**config.mk**
```make
export PLATFORM = sky130hd
export DESIGN_NAME = nss_shift9
export DESIGN_NICKNAME = d
export VERILOG_FILES = /design/src/rtl/nss_pkg.sv /design/src/rtl/nss_shift9.sv
export SDC_FILE = /design/constraint.sdc
export NUM_CORES = 2
export LEC_CHECK = 0
export BUFFER_PORTS_ARGS = -buffer_cell sky130_fd_sc_hd__buf_2
export CAP_MARGIN = 20
export CORE_MARGIN = 2
export CORE_UTILIZATION = 63
export CTS_BUF_LIST = sky130_fd_sc_hd__clkbuf_16
export DETAILED_ROUTE_END_ITERATION = 10
export GPL_ROUTABILITY_DRIVEN = 1
export HOLD_SLACK_MARGIN = 0.1
export PLACE_DENSITY = 0.87
export SYNTH_ARGS = -nofsm -noshare
export SYNTH_HDL_FRONTEND = slang
export SYNTH_HIERARCHICAL = 1
export SYNTH_SLANG_ARGS = --single-unit
```
**constraint.sdc**
```tcl
create_clock -name clk -period 3.8 [get_ports clk]
set_input_delay 0.76 -clock clk [delete_from_list [all_inputs] [get_ports clk]]
set_output_delay 0.76 -clock clk [all_outputs]
set_load 0.005 [all_outputs]
```
**src/rtl/nss_pkg.sv**
```systemverilog
// Purpose: shared constants for the nine-lane static shift register
// Assumes: system clock of 20 MHz, device pins sampled on it
// Notes:   counts are derived from the printed times in this package
package nss_pkg;

  // ---------------------------------------------------------------
  // structure
  // ---------------------------------------------------------------
  localparam int NSS_LANES      = 9;
  localparam int NSS_DEPTH_DEF  = 128;
  localparam int NSS_FIFO_DEPTH = 32;
  localparam logic NSS_BIT_RST  = 1'b0;

  // ---------------------------------------------------------------
  // timing
  // ---------------------------------------------------------------
  localparam int NSS_CLK_MHZ        = 20;
  localparam int NSS_CNT_W          = 12;
  localparam int NSS_CLR_SETUP_NS   = 250;
  localparam int NSS_CLR_WIDTH_US   = 40;
  localparam int NSS_HIGH_MIN_NS    = 300;
  localparam int NSS_HIGH_MAX_NS    = 100000;
  localparam int NSS_LOW_MIN_NS     = 300;

  localparam logic [NSS_CNT_W-1:0] NSS_CNT_MAX = 12'hfff;
  localparam logic [NSS_CNT_W-1:0] NSS_CLR_SETUP_CYC =
    NSS_CNT_W'((NSS_CLR_SETUP_NS * NSS_CLK_MHZ + 999) / 1000);
  localparam logic [NSS_CNT_W-1:0] NSS_CLR_WIDTH_CYC =
    NSS_CNT_W'(NSS_CLR_WIDTH_US * NSS_CLK_MHZ);
  localparam logic [NSS_CNT_W-1:0] NSS_HIGH_MIN_CYC =
    NSS_CNT_W'((NSS_HIGH_MIN_NS * NSS_CLK_MHZ + 999) / 1000);
  localparam logic [NSS_CNT_W-1:0] NSS_HIGH_MAX_CYC =
    NSS_CNT_W'((NSS_HIGH_MAX_NS * NSS_CLK_MHZ) / 1000);
  localparam logic [NSS_CNT_W-1:0] NSS_LOW_MIN_CYC =
    NSS_CNT_W'((NSS_LOW_MIN_NS * NSS_CLK_MHZ + 999) / 1000);

endpackage

```
**src/rtl/nss_shift9.sv**
```systemverilog
// Operation
// nine serial lanes share one shift clock and move one nine-bit word per step.
// lane depth is a build parameter of 80, 100, 128, 132 or 133, equal for all lanes.
// each falling shift clock edge enters one bit per lane and advances every stored bit.
// with the shift clock held low nothing changes, whatever data and recirculate do.
// recirculate low at a falling edge feeds each lane output back into its input.
// recirculate high at a falling edge enters the external data bit of each lane.
// while recirculating the outputs stay valid and the data inputs are ignored.
// master clear high forces every bit of every lane low in either clock state.
// the far side releases master clear 250 ns before the rising edge ahead of new data.
// the far side holds master clear high for at least 40 us.
// the far side runs the shift clock from standstill up to 1.5 MHz; state is static.
// the far side keeps clock high 300 to 100000 ns and clock low at least 300 ns.
// a bit entered shows at the lane output after as many falling edges as the depth.
//
// Purpose: nine-lane static shift register with a tap FIFO on the output stream
// Assumes: all pins synchronous to clk; ce low freezes every flip-flop
// Notes:   timing_fault flags far-side clock and clear timing misuse
`timescale 1ns/1ps
`default_nettype none

// -----------------------------------------------------------------
// tap fifo
// -----------------------------------------------------------------
module nss_fifo
  import nss_pkg::*;
#(
  parameter int W     = NSS_LANES,
  parameter int DEPTH = NSS_FIFO_DEPTH
) (
  // clock and reset
  input  wire logic         clk,
  input  wire logic         resetn,
  input  wire logic         ce,
  // fill side
  input  wire logic         in_valid,
  input  wire logic [W-1:0] in_data,
  output logic              in_ready,
  // drain side
  output logic              out_valid,
  output logic [W-1:0]      out_data,
  input  wire logic         out_ready
);

  localparam int AW = $clog2(DEPTH);

  typedef struct packed {
    logic [DEPTH-1:0][W-1:0] mem;
    logic [AW-1:0]           wr_ptr;
    logic [AW-1:0]           rd_ptr;
    logic [AW:0]             cnt;
    logic                    in_rdy;
    logic                    o_vld;
    logic [W-1:0]            o_dat;
  } nss_fifo_st_t;

  nss_fifo_st_t s_reg;
  nss_fifo_st_t s_next;

  logic take_out;
  logic push;

  always_comb begin
    s_next   = s_reg;
    take_out = ~s_reg.o_vld | out_ready;
    push     = in_valid & s_reg.in_rdy;
    if (take_out) begin
      if (s_reg.cnt != '0) begin
        s_next.o_dat  = s_reg.mem[s_reg.rd_ptr];
        s_next.o_vld  = 1'b1;
        s_next.rd_ptr = s_reg.rd_ptr + 1'b1;
      end else begin
        s_next.o_vld = 1'b0;
      end
    end
    if (push) begin
      s_next.mem[s_reg.wr_ptr] = in_data;
      s_next.wr_ptr            = s_reg.wr_ptr + 1'b1;
    end
    s_next.cnt = s_reg.cnt + {{AW{1'b0}}, push}
               - {{AW{1'b0}}, take_out && (s_reg.cnt != '0)};
    s_next.in_rdy = (s_next.cnt != (AW+1)'(DEPTH));
  end

  always_ff @(posedge clk) begin
    if (!resetn) begin
      s_reg        <= '0;
      s_reg.in_rdy <= 1'b1;
    end else if (ce) begin
      s_reg <= s_next;
    end
  end

  assign in_ready  = s_reg.in_rdy;
  assign out_valid = s_reg.o_vld;
  assign out_data  = s_reg.o_dat;

endmodule

// -----------------------------------------------------------------
// saturating cycle timer
// -----------------------------------------------------------------
module nss_sat_cnt
  import nss_pkg::*;
#(
  parameter int           W    = NSS_CNT_W,
  parameter logic [W-1:0] RST  = '1,
  parameter logic [W-1:0] LOAD = '0
) (
  // clock and reset
  input  wire logic         clk,
  input  wire logic         resetn,
  input  wire logic         ce,
  // control
  input  wire logic         load,
  input  wire logic         inc,
  // count
  output logic [W-1:0]      cnt
);

  typedef struct packed {
    logic [W-1:0] cnt;
  } nss_cnt_st_t;

  nss_cnt_st_t s_reg;
  nss_cnt_st_t s_next;

  always_comb begin
    s_next = s_reg;
    if (load) begin
      s_next.cnt = LOAD;
    end else if (inc && (s_reg.cnt != {W{1'b1}})) begin
      s_next.cnt = s_reg.cnt + 1'b1;
    end
  end

  always_ff @(posedge clk) begin
    if (!resetn) begin
      s_reg.cnt <= RST;
    end else if (ce) begin
      s_reg <= s_next;
    end
  end

  assign cnt = s_reg.cnt;

endmodule

// -----------------------------------------------------------------
// shift register top
// -----------------------------------------------------------------
module nss_shift9
  import nss_pkg::*;
#(
  parameter int DEPTH      = NSS_DEPTH_DEF,
  parameter int FIFO_DEPTH = NSS_FIFO_DEPTH
) (
  // clock and reset
  input  wire logic                 clk,
  input  wire logic                 resetn,
  input  wire logic                 ce,
  // device pins
  input  wire logic                 shift_clk,
  input  wire logic                 recirc,
  input  wire logic                 mclr,
  input  wire logic [NSS_LANES-1:0] din,
  output logic      [NSS_LANES-1:0] dout,
  // tap stream of words leaving the lanes
  output logic                      tap_valid,
  output logic      [NSS_LANES-1:0] tap_data,
  input  wire logic                 tap_ready,
  output logic                      tap_space,
  output logic                      tap_drop,
  // status
  output logic                      timing_fault
);

  localparam int CW = NSS_CNT_W;

  // one word per step across all lanes
  typedef logic [DEPTH-1:0][NSS_LANES-1:0] nss_lanes_t;

  typedef struct packed {
    nss_lanes_t    stage;
    logic          clk_q;
    logic          clr_q;
    logic          fault;
    logic          drop;
  } nss_top_st_t;

  localparam nss_top_st_t ST_RST = '{
    stage:   {DEPTH{ {NSS_LANES{NSS_BIT_RST}} }},
    clk_q:   1'b0,
    clr_q:   1'b0,
    fault:   1'b0,
    drop:    1'b0
  };

  nss_top_st_t s_reg;
  nss_top_st_t s_next;

  logic                 fall;
  logic                 rise;
  logic                 push;
  logic                 fifo_rdy;
  logic [NSS_LANES-1:0] in_word;
  logic [CW-1:0]        ph_cnt;
  logic [CW-1:0]        clr_cnt;
  logic [CW-1:0]        rel_cnt;

  // ---------------------------------------------------------------
  // next state
  // ---------------------------------------------------------------
  always_comb begin
    s_next       = s_reg;
    fall         = s_reg.clk_q & ~shift_clk;
    rise         = ~s_reg.clk_q & shift_clk;
    push         = 1'b0;
    in_word      = s_reg.stage[DEPTH-1];
    s_next.clk_q = shift_clk;
    s_next.clr_q = mclr;
    s_next.drop  = 1'b0;

    // shift clock phase timing
    if (fall && (ph_cnt < NSS_HIGH_MIN_CYC ||
                 ph_cnt > NSS_HIGH_MAX_CYC)) begin
      s_next.fault = 1'b1;
    end
    if (rise && ph_cnt < NSS_LOW_MIN_CYC) begin
      s_next.fault = 1'b1;
    end

    // master clear width and release timing
    if (!mclr && s_reg.clr_q && clr_cnt < NSS_CLR_WIDTH_CYC) begin
      s_next.fault = 1'b1;
    end
    if (rise && !mclr && rel_cnt < NSS_CLR_SETUP_CYC) begin
      s_next.fault = 1'b1;
    end

    // lanes
    if (mclr) begin
      s_next.stage = '0;
    end else if (fall) begin
      in_word = recirc ? din : s_reg.stage[DEPTH-1];
      push    = 1'b1;
      s_next.stage = {s_reg.stage[DEPTH-2:0], in_word};
      s_next.drop  = ~fifo_rdy;
    end
  end

  // ---------------------------------------------------------------
  // state register
  // ---------------------------------------------------------------
  always_ff @(posedge clk) begin
    if (!resetn) begin
      s_reg <= ST_RST;
    end else if (ce) begin
      s_reg <= s_next;
    end
  end

  // ---------------------------------------------------------------
  // timers
  // ---------------------------------------------------------------
  // length of the current shift clock phase
  nss_sat_cnt #(
    .W    (CW),
    .RST  (NSS_CNT_MAX),
    .LOAD (CW'(1))
  ) u_ph_cnt (
    .clk    (clk),
    .resetn (resetn),
    .ce     (ce),
    .load   (fall | rise),
    .inc    (1'b1),
    .cnt    (ph_cnt)
  );

  // width of the running clear pulse
  nss_sat_cnt #(
    .W    (CW),
    .RST  ('0),
    .LOAD ('0)
  ) u_clr_cnt (
    .clk    (clk),
    .resetn (resetn),
    .ce     (ce),
    .load   (~mclr & s_reg.clr_q),
    .inc    (mclr),
    .cnt    (clr_cnt)
  );

  // time since clear was released
  nss_sat_cnt #(
    .W    (CW),
    .RST  (NSS_CNT_MAX),
    .LOAD ('0)
  ) u_rel_cnt (
    .clk    (clk),
    .resetn (resetn),
    .ce     (ce),
    .load   (mclr),
    .inc    (1'b1),
    .cnt    (rel_cnt)
  );

  // ---------------------------------------------------------------
  // tap fifo
  // ---------------------------------------------------------------
  nss_fifo #(
    .W     (NSS_LANES),
    .DEPTH (FIFO_DEPTH)
  ) u_fifo (
    .clk       (clk),
    .resetn    (resetn),
    .ce        (ce),
    .in_valid  (push),
    .in_data   (s_reg.stage[DEPTH-1]),
    .in_ready  (fifo_rdy),
    .out_valid (tap_valid),
    .out_data  (tap_data),
    .out_ready (tap_ready)
  );

  // ---------------------------------------------------------------
  // outputs
  // ---------------------------------------------------------------
  assign dout         = s_reg.stage[DEPTH-1];
  assign tap_space    = fifo_rdy;
  assign tap_drop     = s_reg.drop;
  assign timing_fault = s_reg.fault;

endmodule

`default_nettype wire

```
* After elaboration in Yosys (flattened, before gate mapping)
Index checks and enable logic that the tools add are counted.
** Storage, ports and cells
- Logic and storage cells :: 250
- Memories :: 0
- Output and inout bits :: 22
- Latch bits :: 0
- Flip-flop bits (word level) :: 1507
- Bits in writable memories :: 0
- Memory bits (read-only) :: 0
** Operators by class
- Mux-type cells :: 23
- Shift-type cells :: 0
- Reduce and logical (&&, ||, !) cells :: 25
- Bitwise operators :: 11
- $lt $le $gt $ge :: 7
- Divide/modulo/power cells :: 0
- Equality and inequality tests :: 4
- Add/subtract/negate cells :: 7
- Multipliers :: 0
** Operators with widths (number)
- $mux W1152 :: 2
- $bwmux W288 :: 1
- $mux W12 :: 6
- $bmux W9 S5 :: 1
- $demux W9 S5 :: 1
- $add A12 B1 Y12 const B :: 3
- $ne A12 B12 Y1 const B :: 3
- $mux W9 :: 3
- $lt A12 B3 Y1 const B :: 2
- $reduce_and A2 Y1 :: 7
- $gt A12 B11 Y1 const B :: 1
- $lt A12 B10 Y1 const B :: 1
- $lt A5 B6 Y1 const B :: 2
- $add A5 B1 Y5 const B :: 2
- $logic_and A1 B1 Y1 :: 9
- $mux W1 :: 9
- $reduce_bool A2 Y1 :: 4
- $add A6 B1 Y6 :: 1
- $ne A6 B6 Y1 const B :: 1
- $reduce_bool A6 Y1 :: 1
- $sub A6 B1 Y6 :: 1
- $ge A5 B1 Y1 const B :: 1
- $not A1 Y1 :: 5
- $and A1 B1 Y1 :: 4
- 5 further kinds :: 6

* Longest topological paths before layout
- Depth after elaboration :: 8
- Gate-level depth with buffers :: 15
- Mapped depth without buffers :: 15

* By module
The synthesis kept the hierarchy.
** By module, submodules not included
- nss_shift9 :: cells each 3906, area each 41285.8 um2, instances 1, sequential area each 23142.2 um2
- nss_fifo :: cells each 1494, area each 15040.7 um2, instances 1, sequential area each 6306.0 um2
- nss_sat_cnt at u_clr_cnt :: cells each 87, area each 754.5 um2, instances 1, sequential area each 240.2 um2
- nss_sat_cnt at u_ph_cnt :: cells each 86, area each 754.5 um2, instances 1, sequential area each 240.2 um2
- nss_sat_cnt at u_rel_cnt :: cells each 88, area each 748.2 um2, instances 1, sequential area each 240.2 um2

* Least setup slack after synthesis
OpenSTA, ideal clock, no wires.
- Path kind :: input port to flip-flop
- Start point :: input port shift_clk
- End point :: register u_fifo.s_reg (netlist bit u_fifo/in_ready)
- Library setup time :: 0.129 ns
- Setup slack :: 0.939 ns
- Arrival :: 2.733 ns
- Buffers on the path :: 0
- Stages on the path :: 15
- Path through :: inv_1 ha_1 nor2b_2 nand2_1 ha_1 inv_1 ha_1 inv_1 fa_1 inv_1 a21oi_1 o21bai_1 xnor2_1 a31oi_1 nand3b_1
** On the way
- Word-level cells in the longest chain between the ends :: 8
** RTL lines
- start: declaration :: line nss_shift9.sv:163 : input wire logic shift_clk,
- $not A1 Y1 :: line nss_shift9.sv:216 : fall = s_reg.clk_q & ~shift_clk;
- $and A1 B1 Y1 :: line nss_shift9.sv:216
- $mux W1 :: line nss_shift9.sv:244 : end else if (fall) begin
- $mux W1 :: line nss_shift9.sv:242 : if (mclr) begin
- via push :: line nss_shift9.sv:204 : logic push;
- $and A1 B1 Y1 :: line nss_shift9.sv:66 : push = in_valid & s_reg.in_rdy;
- $add A6 B1 Y6 :: line nss_shift9.sv:80 : s_next.cnt = s_reg.cnt + {{AW{1'b0}}, push}
- $sub A6 B1 Y6 :: line nss_shift9.sv:81 : - {{AW{1'b0}}, take_out && (s_reg.cnt != '0)};
- $ne A6 B6 Y1 :: line nss_shift9.sv:82 : s_next.in_rdy = (s_next.cnt != (AW+1)'(DEPTH));
- end signal: assignment :: line nss_shift9.sv:90 : s_reg <= s_next;
- end: declaration :: line nss_shift9.sv:57 : nss_fifo_st_t s_reg;
The timed path passes the listed nets, and every way through them passes these cells.
A chain may end at the register's enable or synchronous reset.

* Worst setup path in the final report
- Start point :: register u_fifo/s_reg[13] in the netlist's numbering
- End point :: register u_fifo.s_reg (netlist bit u_fifo/in_ready)
** On the way
- Word-level cells in the longest chain between the ends :: 4
** RTL lines (line)
- parallel branches: the longest is 2 deep, another holds $add A6 B1 Y6
- $sub A6 B1 Y6 * :: nss_shift9.sv:81
- $ne A6 B6 Y1 * :: nss_shift9.sv:82
Mark *: on every way between the ends.

==> flow_summary.yaml <==
worst_setup_path:
  crit_path_max_fanout: 3
  worst_setup_path_start_kind: "register"
  cp_slowest_cell: "fa_1"
  crit_path_frequent_cell: "inv_1"
  arrival_ns: 3.41
  cp_slowest_stage_delay_ns: 0.42
  path_cells: "inv_1, ha_1, a32oi_1, ha_1, inv_1, ha_1, inv_1, fa_1, inv_1, a21oi_1, o21bai_1, xnor2_1, a31oi_1, nand3b_1"
  worstSetupEndpointType: "register"
  crit_family: "adder cells"
  r2r_start: "u_fifo/s_reg[13]"
  crit_type: "reg -> reg"
  rrSetupSlack_ns: 0.99
  worst-endpoint-required_ns: 4.40
  cp.depth: 14
  r2r_cells: 14
  reg2reg_to: "u_fifo/in_ready"
  cp.buffers_inverters: 4
place:
  gp_congestion: 0.8294
  dpl.hpwl_um: 62550
  dp_slack_ns: 0.5305
  port_buffers: 37
global_route:
  grt_pass1_wl_um: 185600
  gr-total-overflow: 0
  antenna_found_initial: 2
  track_usage_pct: 22.69
  grt_max_degree: 243
  grt_pass1_vias: 37565
final_layout:
  finalNetCount: 5444
  seq_area_um2: 30170
  drive_gt1_share_pct: 8.036
  areaGrowthSynthToFinish_pct: 8.197
  nFillCells: 6670
  final_common_cell: "dfxtp_1"
  final_cell_mix: "dfxtp_1 (1505), nor2b_1 (1336), a22oi_1 (1170), mux2i_1 (230), nand2_1 (186)"
  multi_input_area_um2: 25650
  largest_reg_flops: 1145
hold_path:
  hp-class: "in -> reg"
  hold_end: "s_reg[3]"
  worstHoldStart: "shift_clk"
  hold_depth: 3
sta:
  fin_tns_setup_ns: 0
  hold_viol_final: 0
  rsz0062_at_grt: "no"
  slew_violations: 0
  hold_slack_ns: 0.3383
  tightest_slew_ns: 1.015
  timing.fmax_mhz: 356.4
  slew-limit-headroom_pct: 32.19
  fin_ws_ns: 0.9944
  finalSetupViolCount: 0
  finalCriticalPeriod_ns: 2.806
  fin_skew_ns: 0.02966
  min_period_over_period_pct: 73.83
logic_synthesis:
  ys_ff_latch: 1507
  ys_warn_count: 6
  synth_edf_count: 0
  synth_cell_type_count: 84
  synthFlopType: "dfxtp_1"
  ys_async_sr_fraction_pct: 0
  syn_area_um2: 58580
  synthCells: 5661
  ys_seq_area_share_pct: 51.50
  avgSynthCellArea_um2: 10.35
pwr:
  total_power_mw: 31.48
  powerDensity_nw_per_um2: 496.6
  irDropWorstVdd_uv: 358.8
  p_leak_nw: 20.68
detailed_routing:
  routedWlPerCell_um: 16.45
  drt-total-wl_um: 111200
  drc: 0
  vias: 40188
  drt-pass1-iter-count: 9
  viasPerCell: 5.948
  ant_nets: 0
  drt_iter0_drc: 3801
cts:
  cts_sinks: 1507
  cts_hold_buffers: 0
  worstSkewPairLatency_ns: 0.75
  root_buffer: "clkbuf_16"
  ctsResizeCount: 0
  cts_tree: "yes"
  cts.path.max_buffers: 3
  htree_levels: 4
  cts_inserted_buffers: 147
  post-cts-setup-buffer-count: 0
  path_clk_slew_ns: 0.06
floorplan:
  ios: 38
  floorplan.initialDensity_pct: 63.72
  rows: 111
  die_x_um: 308.9
  dieArea_um2: 95440
  core_um2: 91940
  die_h_um: 308.9
outcome:
  status: "finished, final reports clean"
flow_run:
  drv_cap: 0
[metrics by stage]
stage | utilization [%] | area, um^2 | std cells
after floorplan | - | 58600 | 5665
after global placement | 64.10 | 58940 | 6503
after detailed placement | 64.10 | 58940 | 6503
after CTS | 68.94 | 63380 | 6756
after global routing | 68.94 | 63380 | 6756
final | 68.94 | 63390 | 6757
[synthesized netlist by cell type, types with 18 or more instances]
cell	count	area [um^2]
dfxtp_1	1507	30170
nor2b_1	1336	8358
a22oi_1	1170	8783
buf_2	241	1206
clkbuf_1	233	874.6
mux2i_1	230	2302
nand2_1	186	698.2
a21boi_1	107	803.3
nand3_1	81	405.4
o21ai_0	64	320.3
buf_4	53	397.9
mux4_2	42	945.9
nor2_1	27	101.4
inv_1	25	93.84
a21oi_1	18	90.09
ha_1	18	225.2
[cell type report]
type	count	area share, %
diodes	1	0.003948
clock buffers	149	5.882
clock inverters	104	1.131
inverters	25	0.1480
multi-input cells	3583	40.46
flip-flops and latches	1507	47.60
well taps	1243	2.454
repair buffers	145	2.317
[power by group]
group | internal (mW) | leakage (nW) | switching, mW
Combinational | 0.819 | 6.22 | 1.06
Sequential | 15.9 | 12.1 | 0.193
Clock | 7.59 | 2.32 | 5.95
Total | 24.3 | 20.7 | 7.20
[how the worst max path moves through the flow]
stage	start	to
5_1_grt	u_fifo/s_reg[13]	u_fifo/in_ready
2_1_floorplan	shift_clk	u_fifo/in_ready
6_report	u_fifo/s_reg[13]	u_fifo/in_ready
4_1_cts	u_fifo/s_reg[13]	u_fifo/in_ready
3_3_place_gp	shift_clk	u_fifo/in_ready
3_5_place_dp	shift_clk	u_fifo/in_ready
[worst register-to-register path, stage by stage (launching register included)]
cell and delay, ns:
dfxtp_1 0.36, inv_1 0.08, ha_1 0.20, a32oi_1 0.31, ha_1 0.29, inv_1 0.05
ha_1 0.16, inv_1 0.06, fa_1 0.42, inv_1 0.08, a21oi_1 0.06, o21bai_1 0.17
xnor2_1 0.17, a31oi_1 0.11, nand3b_1 0.16
[cell families after synthesis]
family	after synthesis	share of synthesized area, %
xor+xnor	10	0.1495
simple gates	1764	18.30
buf+inv	575	4.784
fa+ha+maj	19	0.4186
compound gates	1501	18.99
flops	1507	51.50
other cells	1	0.006401
mux	284	5.852
[metal layers]
layer / wire (um) / track usage (%) / vias up
met2: 52340 / 36.61 / 812
li1: - / - / 19600
met1: 51230 / 31.15 / 19576
met5: 0 / 0 / -
met4: 2645 / 7.609 / 0
met3: 4946 / 3.590 / 200
Note: power is estimated with default switching activity, not from simulation.
